**config.mk**
```make
export PLATFORM = sky130hd
export DESIGN_NAME = rnv_rx_neg_mux
export DESIGN_NICKNAME = d
export VERILOG_FILES = /design/src/verilog/rnv_fifo.v /design/src/verilog/rnv_rx_neg_mux.v
export VERILOG_INCLUDE_DIRS = /design/src /design/src/verilog
export SDC_FILE = /design/constraint.sdc
export NUM_CORES = 1
export LEC_CHECK = 0
export ABC_AREA = 1
export BUFFER_PORTS_ARGS = -buffer_cell sky130_fd_sc_hd__buf_2
export CORE_MARGIN = 3
export CORE_UTILIZATION = 25
export DETAILED_ROUTE_END_ITERATION = 8
export HOLD_SLACK_MARGIN = 0.1
export SYNTH_ARGS = -nofsm -noshare
export SYNTH_HDL_FRONTEND = slang
export SYNTH_HIERARCHICAL = 1
export SYNTH_SLANG_ARGS = --single-unit
```
**constraint.sdc**
```tcl
create_clock -name clk_i -period 2.8 [get_ports clk_i]
set_input_delay 0.14 -clock clk_i [delete_from_list [all_inputs] [get_ports clk_i]]
set_output_delay 0.14 -clock clk_i [all_outputs]
set_load 0.01 [all_outputs]
```
**src/verilog/rnv_defines.vh**
```
`ifndef RNV_DEFINES_VH
`define RNV_DEFINES_VH
// Mode bit positions in the channel configuration word
`define RNV_CFG_RECOVERY_BIT 0
`define RNV_CFG_CODE_BIT 3
`define RNV_CFG_DUAL_BIT 4
`define RNV_CFG_WIDTH 8
`define RNV_CFG_RESET 8'h00
// Output modes
`define RNV_MODE_DUAL 2'h0
`define RNV_MODE_SLICE 2'h1
`define RNV_MODE_SINGLE 2'h2
// Field positions inside one buffered word
`define RNV_WORD_POS_BIT 3
`define RNV_WORD_NEG_BIT 2
`define RNV_WORD_NRZ_BIT 1
`define RNV_WORD_FLAG_BIT 0
`define RNV_WORD_WIDTH 4
// Reset level of every receive output
`define RNV_OUT_RESET 1'b0
// Fifo geometry
`define RNV_FIFO_DEPTH 16
`define RNV_FIFO_AW 4
`endif

```
**src/verilog/rnv_fifo.v**
```verilog
`default_nettype none
module rnv_fifo #(
  parameter WIDTH = 4,
  parameter DEPTH = 16,
  parameter AW = 4
) (
  // Clock and reset
  input wire clk_i,
  input wire nrst_i,
  // Write side
  input wire in_valid_i,
  output wire in_ready_o,
  input wire [WIDTH-1:0] in_data_i,
  // Read side
  output reg out_valid_o,
  input wire out_ready_i,
  output reg [WIDTH-1:0] out_data_o
);
  reg [WIDTH-1:0] mem_q [0:DEPTH-1];
  reg [AW:0] wr_q;
  reg [AW:0] rd_q;
  localparam [AW:0] FULL_FILL = DEPTH;
  wire [AW:0] fill = wr_q - rd_q;
  wire full = (fill == FULL_FILL);
  wire empty = (fill == {(AW+1){1'b0}});
  // Output register refills when empty or taken
  wire pop = !empty && (!out_valid_o || out_ready_i);
  wire push = in_valid_i && !full;
  assign in_ready_o = !full;
  always @(posedge clk_i) begin
    if (push) begin
      mem_q[wr_q[AW-1:0]] <= in_data_i;
    end
  end
  always @(posedge clk_i or negedge nrst_i) begin
    if (!nrst_i) begin
      wr_q <= {(AW+1){1'b0}};
      rd_q <= {(AW+1){1'b0}};
      out_valid_o <= 1'b0;
      out_data_o <= {WIDTH{1'b0}};
    end else begin
      if (push) begin
        wr_q <= wr_q + 1'b1;
      end
      if (pop) begin
        rd_q <= rd_q + 1'b1;
        out_data_o <= mem_q[rd_q[AW-1:0]];
        out_valid_o <= 1'b1;
      end else if (out_ready_i) begin
        out_valid_o <= 1'b0;
      end
    end
  end
endmodule // rnv_fifo
`default_nettype wire

```
**src/verilog/rnv_rx_neg_mux.v**
```verilog
// Contract
// - Dual rail with recovery: negative NRZ data out
// - Recovery off: raw sliced negative data out
// - Single rail, code bit set: flag code violations
// - Single rail, code bit clear: flag bipolar violations
// - Single rail: positive pin carries NRZ data
`include "rnv_defines.vh"
`default_nettype none
module rnv_rx_neg_mux #(
  parameter DEPTH = `RNV_FIFO_DEPTH,
  parameter AW = `RNV_FIFO_AW
) (
  // Clock and reset (recovered receive clock)
  input wire clk_i,
  input wire nrst_i,
  // Configuration word of this channel
  input wire [`RNV_CFG_WIDTH-1:0] cfg_i,
  // Recovered bit stream from clock recovery
  input wire bit_valid_i,
  output wire bit_ready_o,
  input wire rx_pos_nrz_i,
  input wire rx_neg_nrz_i,
  input wire rx_nrz_i,
  input wire code_viol_i,
  input wire bipolar_viol_i,
  // Raw sliced front-end pulses (asynchronous)
  input wire slice_pos_i,
  input wire slice_neg_i,
  // Toward terminal equipment
  input wire te_ready_i,
  output reg rx_positive_rail_out_o,
  output reg rx_negative_rail_out_o,
  output reg out_valid_o
);
  localparam WORD_W = `RNV_WORD_WIDTH;

  // Recovery off wins over the dual-rail bit
  function [1:0] mode_of;
    input recov;
    input dual;
    begin
      if (!recov)
        mode_of = `RNV_MODE_SLICE;
      else if (dual)
        mode_of = `RNV_MODE_DUAL;
      else
        mode_of = `RNV_MODE_SINGLE;
    end
  endfunction

  // Which violation the flag reports, picked by the line-code bit
  function flag_of;
    input sel;
    input code_v;
    input bipolar_v;
    begin
      if (sel)
        flag_of = code_v;
      else
        flag_of = bipolar_v;
    end
  endfunction

  // Mode bits of the channel configuration word
  wire recovery_enable;
  wire dual_sel;
  wire code_sel;
  assign recovery_enable = cfg_i[`RNV_CFG_RECOVERY_BIT];
  assign dual_sel = cfg_i[`RNV_CFG_DUAL_BIT];
  assign code_sel = cfg_i[`RNV_CFG_CODE_BIT];

  // Raw slicer pulses come from the analog front end, not from the
  // recovered clock, so each one passes two flip-flops first
  wire [1:0] slice_raw;
  wire [1:0] slice_sync;
  assign slice_raw = {slice_pos_i, slice_neg_i};

  genvar gi;
  generate
    for (gi = 0; gi < 2; gi = gi + 1) begin : g_sync
      reg meta_q;
      reg stable_q;
      always @(posedge clk_i or negedge nrst_i) begin
        if (!nrst_i) begin
          meta_q <= 1'b0;
          stable_q <= 1'b0;
        end else begin
          meta_q <= slice_raw[gi];
          stable_q <= meta_q;
        end
      end
      assign slice_sync[gi] = stable_q;
    end
  endgenerate

  // Mode follows the configuration word at output time
  wire [1:0] mode;
  assign mode = mode_of(recovery_enable, dual_sel);

  // Each stored word keeps data and its violation flag together so the
  // flag stays aligned with its bit through the buffer
  wire rx_violation_flag;
  wire [WORD_W-1:0] wr_word;
  assign rx_violation_flag = flag_of(code_sel, code_viol_i, bipolar_viol_i);
  assign wr_word[`RNV_WORD_POS_BIT] = rx_pos_nrz_i;
  assign wr_word[`RNV_WORD_NEG_BIT] = rx_neg_nrz_i;
  assign wr_word[`RNV_WORD_NRZ_BIT] = rx_nrz_i;
  assign wr_word[`RNV_WORD_FLAG_BIT] = rx_violation_flag;

  // Fields of the word at the head of the buffer
  wire rd_valid;
  wire [WORD_W-1:0] rd_word;
  wire rd_pos;
  wire rd_neg;
  wire rd_nrz;
  wire rd_flag;
  assign rd_pos = rd_word[`RNV_WORD_POS_BIT];
  assign rd_neg = rd_word[`RNV_WORD_NEG_BIT];
  assign rd_nrz = rd_word[`RNV_WORD_NRZ_BIT];
  assign rd_flag = rd_word[`RNV_WORD_FLAG_BIT];

  // Sliced mode bypasses the buffer, so its stream never stalls and
  // whatever is still buffered is thrown away
  wire drain;
  assign drain = te_ready_i || (mode == `RNV_MODE_SLICE);

  // Depth bounds how long the terminal may stall before the recovered
  // stream is refused; one more word waits in the buffer's out register
  rnv_fifo #(
    .WIDTH(WORD_W),
    .DEPTH(DEPTH),
    .AW(AW)
  ) u_fifo (
    .clk_i(clk_i),
    .nrst_i(nrst_i),
    .in_valid_i(bit_valid_i),
    .in_ready_o(bit_ready_o),
    .in_data_i(wr_word),
    .out_valid_o(rd_valid),
    .out_ready_i(drain),
    .out_data_o(rd_word)
  );

  // A word moves only in a cycle the terminal accepts it
  wire take;
  assign take = rd_valid && te_ready_i;

  reg pos_d;
  reg neg_d;
  reg vld_d;

  // Rails hold their last delivered bit between takes; the flag does not
  always @* begin
    pos_d = rx_positive_rail_out_o;
    neg_d = rx_negative_rail_out_o;
    vld_d = 1'b0;
    case (mode)
      `RNV_MODE_SLICE: begin
        pos_d = slice_sync[1];
        neg_d = slice_sync[0];
        vld_d = 1'b1;
      end
      `RNV_MODE_DUAL: begin
        if (take) begin
          pos_d = rd_pos;
          neg_d = rd_neg;
        end
        vld_d = take;
      end
      `RNV_MODE_SINGLE: begin
        if (take) begin
          pos_d = rd_nrz;
        end
        // Flag lasts exactly the one clock its bit is handed over
        neg_d = take & rd_flag;
        vld_d = take;
      end
      default: begin
        // Unused mode code: park every output low
        pos_d = `RNV_OUT_RESET;
        neg_d = `RNV_OUT_RESET;
        vld_d = `RNV_OUT_RESET;
      end
    endcase
  end

  // Words still buffered when the mode changes leave in the format of
  // the new mode; change modes only once the buffer has drained
  always @(posedge clk_i or negedge nrst_i) begin
    if (!nrst_i) begin
      rx_positive_rail_out_o <= `RNV_OUT_RESET;
    end else begin
      rx_positive_rail_out_o <= pos_d;
    end
  end

  always @(posedge clk_i or negedge nrst_i) begin
    if (!nrst_i) begin
      rx_negative_rail_out_o <= `RNV_OUT_RESET;
    end else begin
      rx_negative_rail_out_o <= neg_d;
    end
  end

  // Slice mode: pin to output takes two synchroniser stages plus this
  // flop, three clocks in all
  always @(posedge clk_i or negedge nrst_i) begin
    if (!nrst_i) begin
      out_valid_o <= `RNV_OUT_RESET;
    end else begin
      out_valid_o <= vld_d;
    end
  end
endmodule // rnv_rx_neg_mux
`default_nettype wire

```
* Word-level counts from Yosys, hierarchy flattened
Memories as Yosys holds them, arrays and structs flattened. A register that Yosys moved wholly into a read port is not among the register bits. Cells that the tools add are included.
Word-level totals: register bits 18, memory bits (writable) 64, input port bits 19, output and inout port bits 4, memories 1
Memories:
- u_fifo.mem_q | depth 16, width 4, rd ports 1, clocked after memory_dff 1, wr ports 1, RTL line rnv_fifo.v:19 | reg [WIDTH-1:0] mem_q [0:DEPTH-1];
Operators by class: $add $sub $neg 3, equal/unequal tests 5, muxes and demuxes 13, bitwise gates (word level) 1, reductions and logical operators 14
Operators with widths (count):
- 5-bit by 1-bit adder with 5-bit output (second input constant) | 2
- 1-bit two-way mux | 8
- 1-bit one-hot mux with 3 select lines | 2
- 5-bit equality test (second input constant) | 1
- 5-bit zero test | 1
- 5-bit subtractor | 1
- 1-bit zero test | 4
- 2-bit two-way mux | 2
- 2-bit inequality test (second input constant) | 2
- 1-bit logical AND | 3
- 2-bit by 1-bit equality test with 1-bit output (second input constant) | 1
- 2-bit equality test (second input constant) | 1
- 2-bit zero test | 1
- 1-bit logical OR | 2
- 1-bit one-hot mux with 2 select lines | 1
- 2-bit AND reduction | 1
- 2-bit nonzero test | 1
- 2-bit OR reduction | 1
- 1-bit AND | 1

* Logic depth before layout (Yosys ltp)
depth after elaboration 7, depth in mapped cells 15, depth with buffers taken out 13

* Cells and area by module
Netlist, hierarchy kept.
Modules (own cells, without submodules):
- rnv_fifo | instances 1, cells each 435, area each 3891.2 µm²
- rnv_rx_neg_mux | instances 1, cells each 32, area each 295.3 µm²

* Least setup slack after synthesis
No wires, ideal clock.
path type register -> register, start point register u_fifo.rd_q[1], end point memory u_fifo.mem_q[11][0] (enable), library setup time 329 ps, data arrival time 2092 ps, data required time 2471 ps, slack 379 ps, stages on the path, launching flop included 15, period minus slack after synthesis 2421 ps, path through dfrtp_1 > buf_4 > clkinv_1 > buf_2 > ha_1 > nand2_1 > nand2_1 > nand2_1 > nand2_1 > nand2_1 > nand2_1 > nand2_4 > nand2_2 > buf_4 > nor2_1
Between the ends: longest elaborated chain between the ends 6
Ends and longest elaborated chain:
- start: declaration | RTL line rnv_fifo.v:21 | reg [AW:0] rd_q;
- start signal: assignment | RTL line rnv_fifo.v:38 | rd_q <= {(AW+1){1'b0}};
- start signal: assignment | RTL line rnv_fifo.v:46 | rd_q <= rd_q + 1'b1;
- 5-bit subtractor | RTL line rnv_fifo.v:23 | wire [AW:0] fill = wr_q - rd_q;
- 5-bit equality test | RTL line rnv_fifo.v:24 | wire full = (fill == FULL_FILL);
- 1-bit zero test
- named net bit_ready_o | RTL line rnv_rx_neg_mux.v:20 | output wire bit_ready_o,
- 1-bit logical AND | RTL line rnv_fifo.v:28 | wire push = in_valid_i && !full;
- 1-bit two-way mux | RTL line rnv_fifo.v:31 | if (push) begin
- 1-bit two-way mux (implied by the code) | RTL line rnv_fifo.v:32 | mem_q[wr_q[AW-1:0]] <= in_data_i;
- end: declaration | RTL line rnv_fifo.v:19
The timed path passes the listed nets, and every way through them passes these cells.

* Final worst setup path
start point register u_fifo.wr_q[3], end point memory u_fifo.mem_q[11][3] (enable)
Between the ends: longest elaborated chain between the ends 6
Ends and longest elaborated chain:
- start: declaration | RTL line rnv_fifo.v:20 | reg [AW:0] wr_q;
- start signal: assignment | RTL line rnv_fifo.v:37 | wr_q <= {(AW+1){1'b0}};
- start signal: assignment | RTL line rnv_fifo.v:43 | wr_q <= wr_q + 1'b1;
- 5-bit subtractor | RTL line rnv_fifo.v:23
- 5-bit equality test | RTL line rnv_fifo.v:24
- 1-bit zero test | RTL line rnv_fifo.v:28
- 1-bit logical AND | RTL line rnv_fifo.v:28
- 1-bit two-way mux | RTL line rnv_fifo.v:31
- 1-bit two-way mux (implied by the code) | RTL line rnv_fifo.v:32
Several ways; a longest one is shown, not always the timed one.

==> flow_metrics.py <==
metrics = {
    "synthesis": {
        "synth_top_cell_by_area": "edfxtp_1",
        "synth_flop_cell": "edfxtp_1",
        "synth_seq_cells": 86,
        "synth_commonest_cells": "nand2_1 (172), inv_1 (75), edfxtp_1 (64), nand3_1 (64)",
        "synth_async_sr_flop_share": 0.256,
        "synth_top_area_frac": 0.459,
        "synthTopCellsByArea": "edfxtp_1 (46%), nand2_1 (15%), dfrtp_1 (13%)",
        "yosysSeqAreaShare": 0.591,
        "avgSynthCellArea_sq_um": 8.96,
        "synth_most_common_cell": "nand2_1",
        "yosys_warnings": 6,
        "syn_inst": 467,
        "ys_types": 24,
        "synth_area_sq_um": 4190,
        "syn_nets": 495,
        "synth_edf_count": 64,
    },
    "timing": {
        "rsz0062_at_grt": "false",
        "timing.fmax_mhz": 399,
        "setup_violations": 0,
        "hold_viol": 0,
        "post-route-period-util": 0.896,
        "tns_ns": 0,
        "period_needed_ns": 2.51,
        "timing_max_transition_violations_final": 0,
        "slew-limit-headroom": 0.300,
        "worst_pin_slew_ns": 1.05,
        "finClkSkew_ns": 0.00430,
    },
    "cells_and_area": {
        "fillers": 1715,
        "layout-drive-gt1-share": 0.0927,
        "fin_area_sq_um": 4850,
        "multi_input_area_sq_um": 1340,
        "area_growth_pct": 15.8,
        "seq_area_sq_um": 2470,
        "layout.nets": 520,
        "diodes": 0,
    },
    "global_route": {
        "grt_overflow": 0,
        "grt_pass1_wl_um": 14300,
        "grt_pass1_vias": 2855,
        "antenna_found_initial": 0,
        "grt_max_degree": 34,
        "grt_util_all_layers": 0.101,
    },
    "pwr": {
        "p_leak_nw": 2.23,
        "netSwitchingPower_mw": 1.86,
        "swShare": 0.390,
        "powerDensity_nw_per_um2": 985,
        "peakVddDrop_uv": 394,
        "internal_power_mw": 2.92,
        "pwr-share-clk": 0.242,
        "combPwrFrac": 0.402,
        "pwr-share-seq": 0.356,
    },
    "clocking": {
        "cts_buffers": 9,
        "cts-root-buf": "clkbuf_16",
        "clkTransAtPathRegs_ns": 0.06,
        "cts_tree": "built",
        "postCtsSetupRepairBufs": 0,
        "htreeDepth": 3,
        "cts_resized": 0,
        "clock_path_buffers": 2,
        "numClockSinks": 86,
        "clk_latency_ns": 0.33,
        "hold_buffers": 5,
    },
    "setup_path": {
        "startpoint_type": "flop",
        "reg2reg_depth": 8,
        "path_max_fanout": 21,
        "arrival_ns": 2.50,
        "worstSetupEndpointType": "flop",
        "required_ns": 2.79,
        "critPathKind": "flop to flop",
    },
    "detailed_routing": {
        "drt_first_pass_iters": 4,
        "vias": 2926,
        "final_antenna_net_count": 0,
        "drc_errors": 0,
        "drt-initial-drc-count": 245,
        "routed_wl_um": 8630,
        "wire_per_inst_um": 12.1,
        "viasPerCell": 4.11,
    },
    "placed_design": {
        "portBuffers": 17,
        "hpwlAfterDp_um": 5760,
        "place.gp.congestion": 0.802,
        "placed_cell_area_sq_um": 4510,
    },
    "min_path": {
        "hold_path_class": "primary input to flop",
        "hold_depth": 3,
    },
    "flow_run": {
        "cap_violations": 0,
    },
    "die": {
        "placement_rows": 46,
        "die_y_um": 135,
        "io_pins": 23,
        "die_w_um": 135,
        "initial_core_util": 0.260,
        "die_area_sq_um": 18300,
        "core_sq_um": 16100,
    },
    "run_status": {
        "status": "finished clean",
    },
}
## layout make-up
class	count	area share
Tap cell	216	0.0557
Clock buffer	10	0.0472
Multi-Input combinational cell	288	0.276
Sequential cell	86	0.510
Timing Repair Buffer	29	0.0387
Inverter	78	0.0604
Clock inverter	5	0.0121
## sequential cells by signal, summed over array words and instances, names as in the netlist
signal,flops
g_sync.meta_q,2
rx_negative_rail_out_o,1
out_valid_o,1
u_fifo/rd_q,5
g_sync.stable_q,2
rx_positive_rail_out_o,1
u_fifo/mem_q,64
u_fifo/out_data_o,4
u_fifo/out_valid_o,1
u_fifo/wr_q,5
## cells in the final DEF, fill, tap and decap left out, types with 3 or more instances in the layout
cell and n:
dfrtp_1 22, nand2_1 172, edfxtp_1 64, clkinv_1 3
clkbuf_16 9, xnor2_1 3, buf_2 17, dlygate4sd3_1 5
nand3_1 64, inv_1 75, nor2_1 22, ha_1 9
xor2_1 5, buf_4 7
## power by group through the flow
| stage | Sequential, mW | Clock, mW | Combinational (mW) |
|---|---|---|---|
| detailed placement | 1.72 | 0 | 1.90 |
| global route | 1.72 | 1.23 | 2.21 |
| CTS | 1.70 | 1.19 | 1.92 |
| global placement | 1.72 | 0 | 1.89 |
| finish | 1.70 | 1.16 | 1.92 |
| floorplan | 1.69 | 0 | 1.44 |
## critical path: stages, from the launching register on
cell and delay (ns):
dfrtp_1 0.46, ha_1 0.37, a21oi_1 0.25, nand2_1 0.11
nand2_1 0.07, nand2_1 0.09, nand2_4 0.13, nand2_2 0.27
nor2_1 0.41
## final timing paths
kind | startpoint | to | slack [ns]
min in group asynchronous | nrst_i | rx_positive_rail_out_o$_DFFE_PN0P_ | 0.31
max | u_fifo/wr_q[3]$_DFFE_PN0P_ | u_fifo/mem_q[11][3]$_DFFE_PP_ | 0.29
min | cfg_i[4] | rx_negative_rail_out_o$_DFFE_PN0P_ | 0.13
max in group asynchronous | nrst_i | rx_negative_rail_out_o$_DFFE_PN0P_ | 2.15
max reg2reg | u_fifo/wr_q[3]$_DFFE_PN0P_ | u_fifo/mem_q[11][3]$_DFFE_PP_ | 0.29
min reg2reg | g_sync[1].meta_q$_DFF_PN0_ | g_sync[1].stable_q$_DFF_PN0_ | 0.35
## through the flow
step                      std cells  power, mW  hold WS, ns  setup WS (ns)   util
after global routing            712       5.16        0.135         0.0912  0.301
after CTS                       712       4.81        0.110          0.295  0.301
after global placement          692       3.61        0.144          0.370  0.280
final                           712       4.78        0.129          0.291  0.301
after detailed placement        692       3.62        0.142          0.325  0.280
after floorplan                 467       3.13       -0.156          0.379      -
## per-layer routing
layer | part of all wire | GRT usage | wire [um] | vias up
li1 | - | - | - | 1513
met5 | 0 | 0 | 0 | -
met4 | 0.0056 | 0.0302 | 48 | 0
met1 | 0.47 | 0.134 | 4020 | 1348
met3 | 0.053 | 0.0282 | 458 | 6
met2 | 0.48 | 0.160 | 4100 | 59
## cells by family after synthesis
| kind of cell | Yosys count | share of synthesized area |
|---|---|---|
| buffers and inverters | 93 | 0.0897 |
| DFF | 86 | 0.591 |
| adders and majority gates | 9 | 0.0269 |
| muxes | 1 | 0.00269 |
| and+or+nand+nor | 269 | 0.272 |
| xor gates and xnor gates | 8 | 0.0167 |
| AOI/OAI and AO/OA | 1 | 0.00119 |
(Power assumes the default switching activity.)
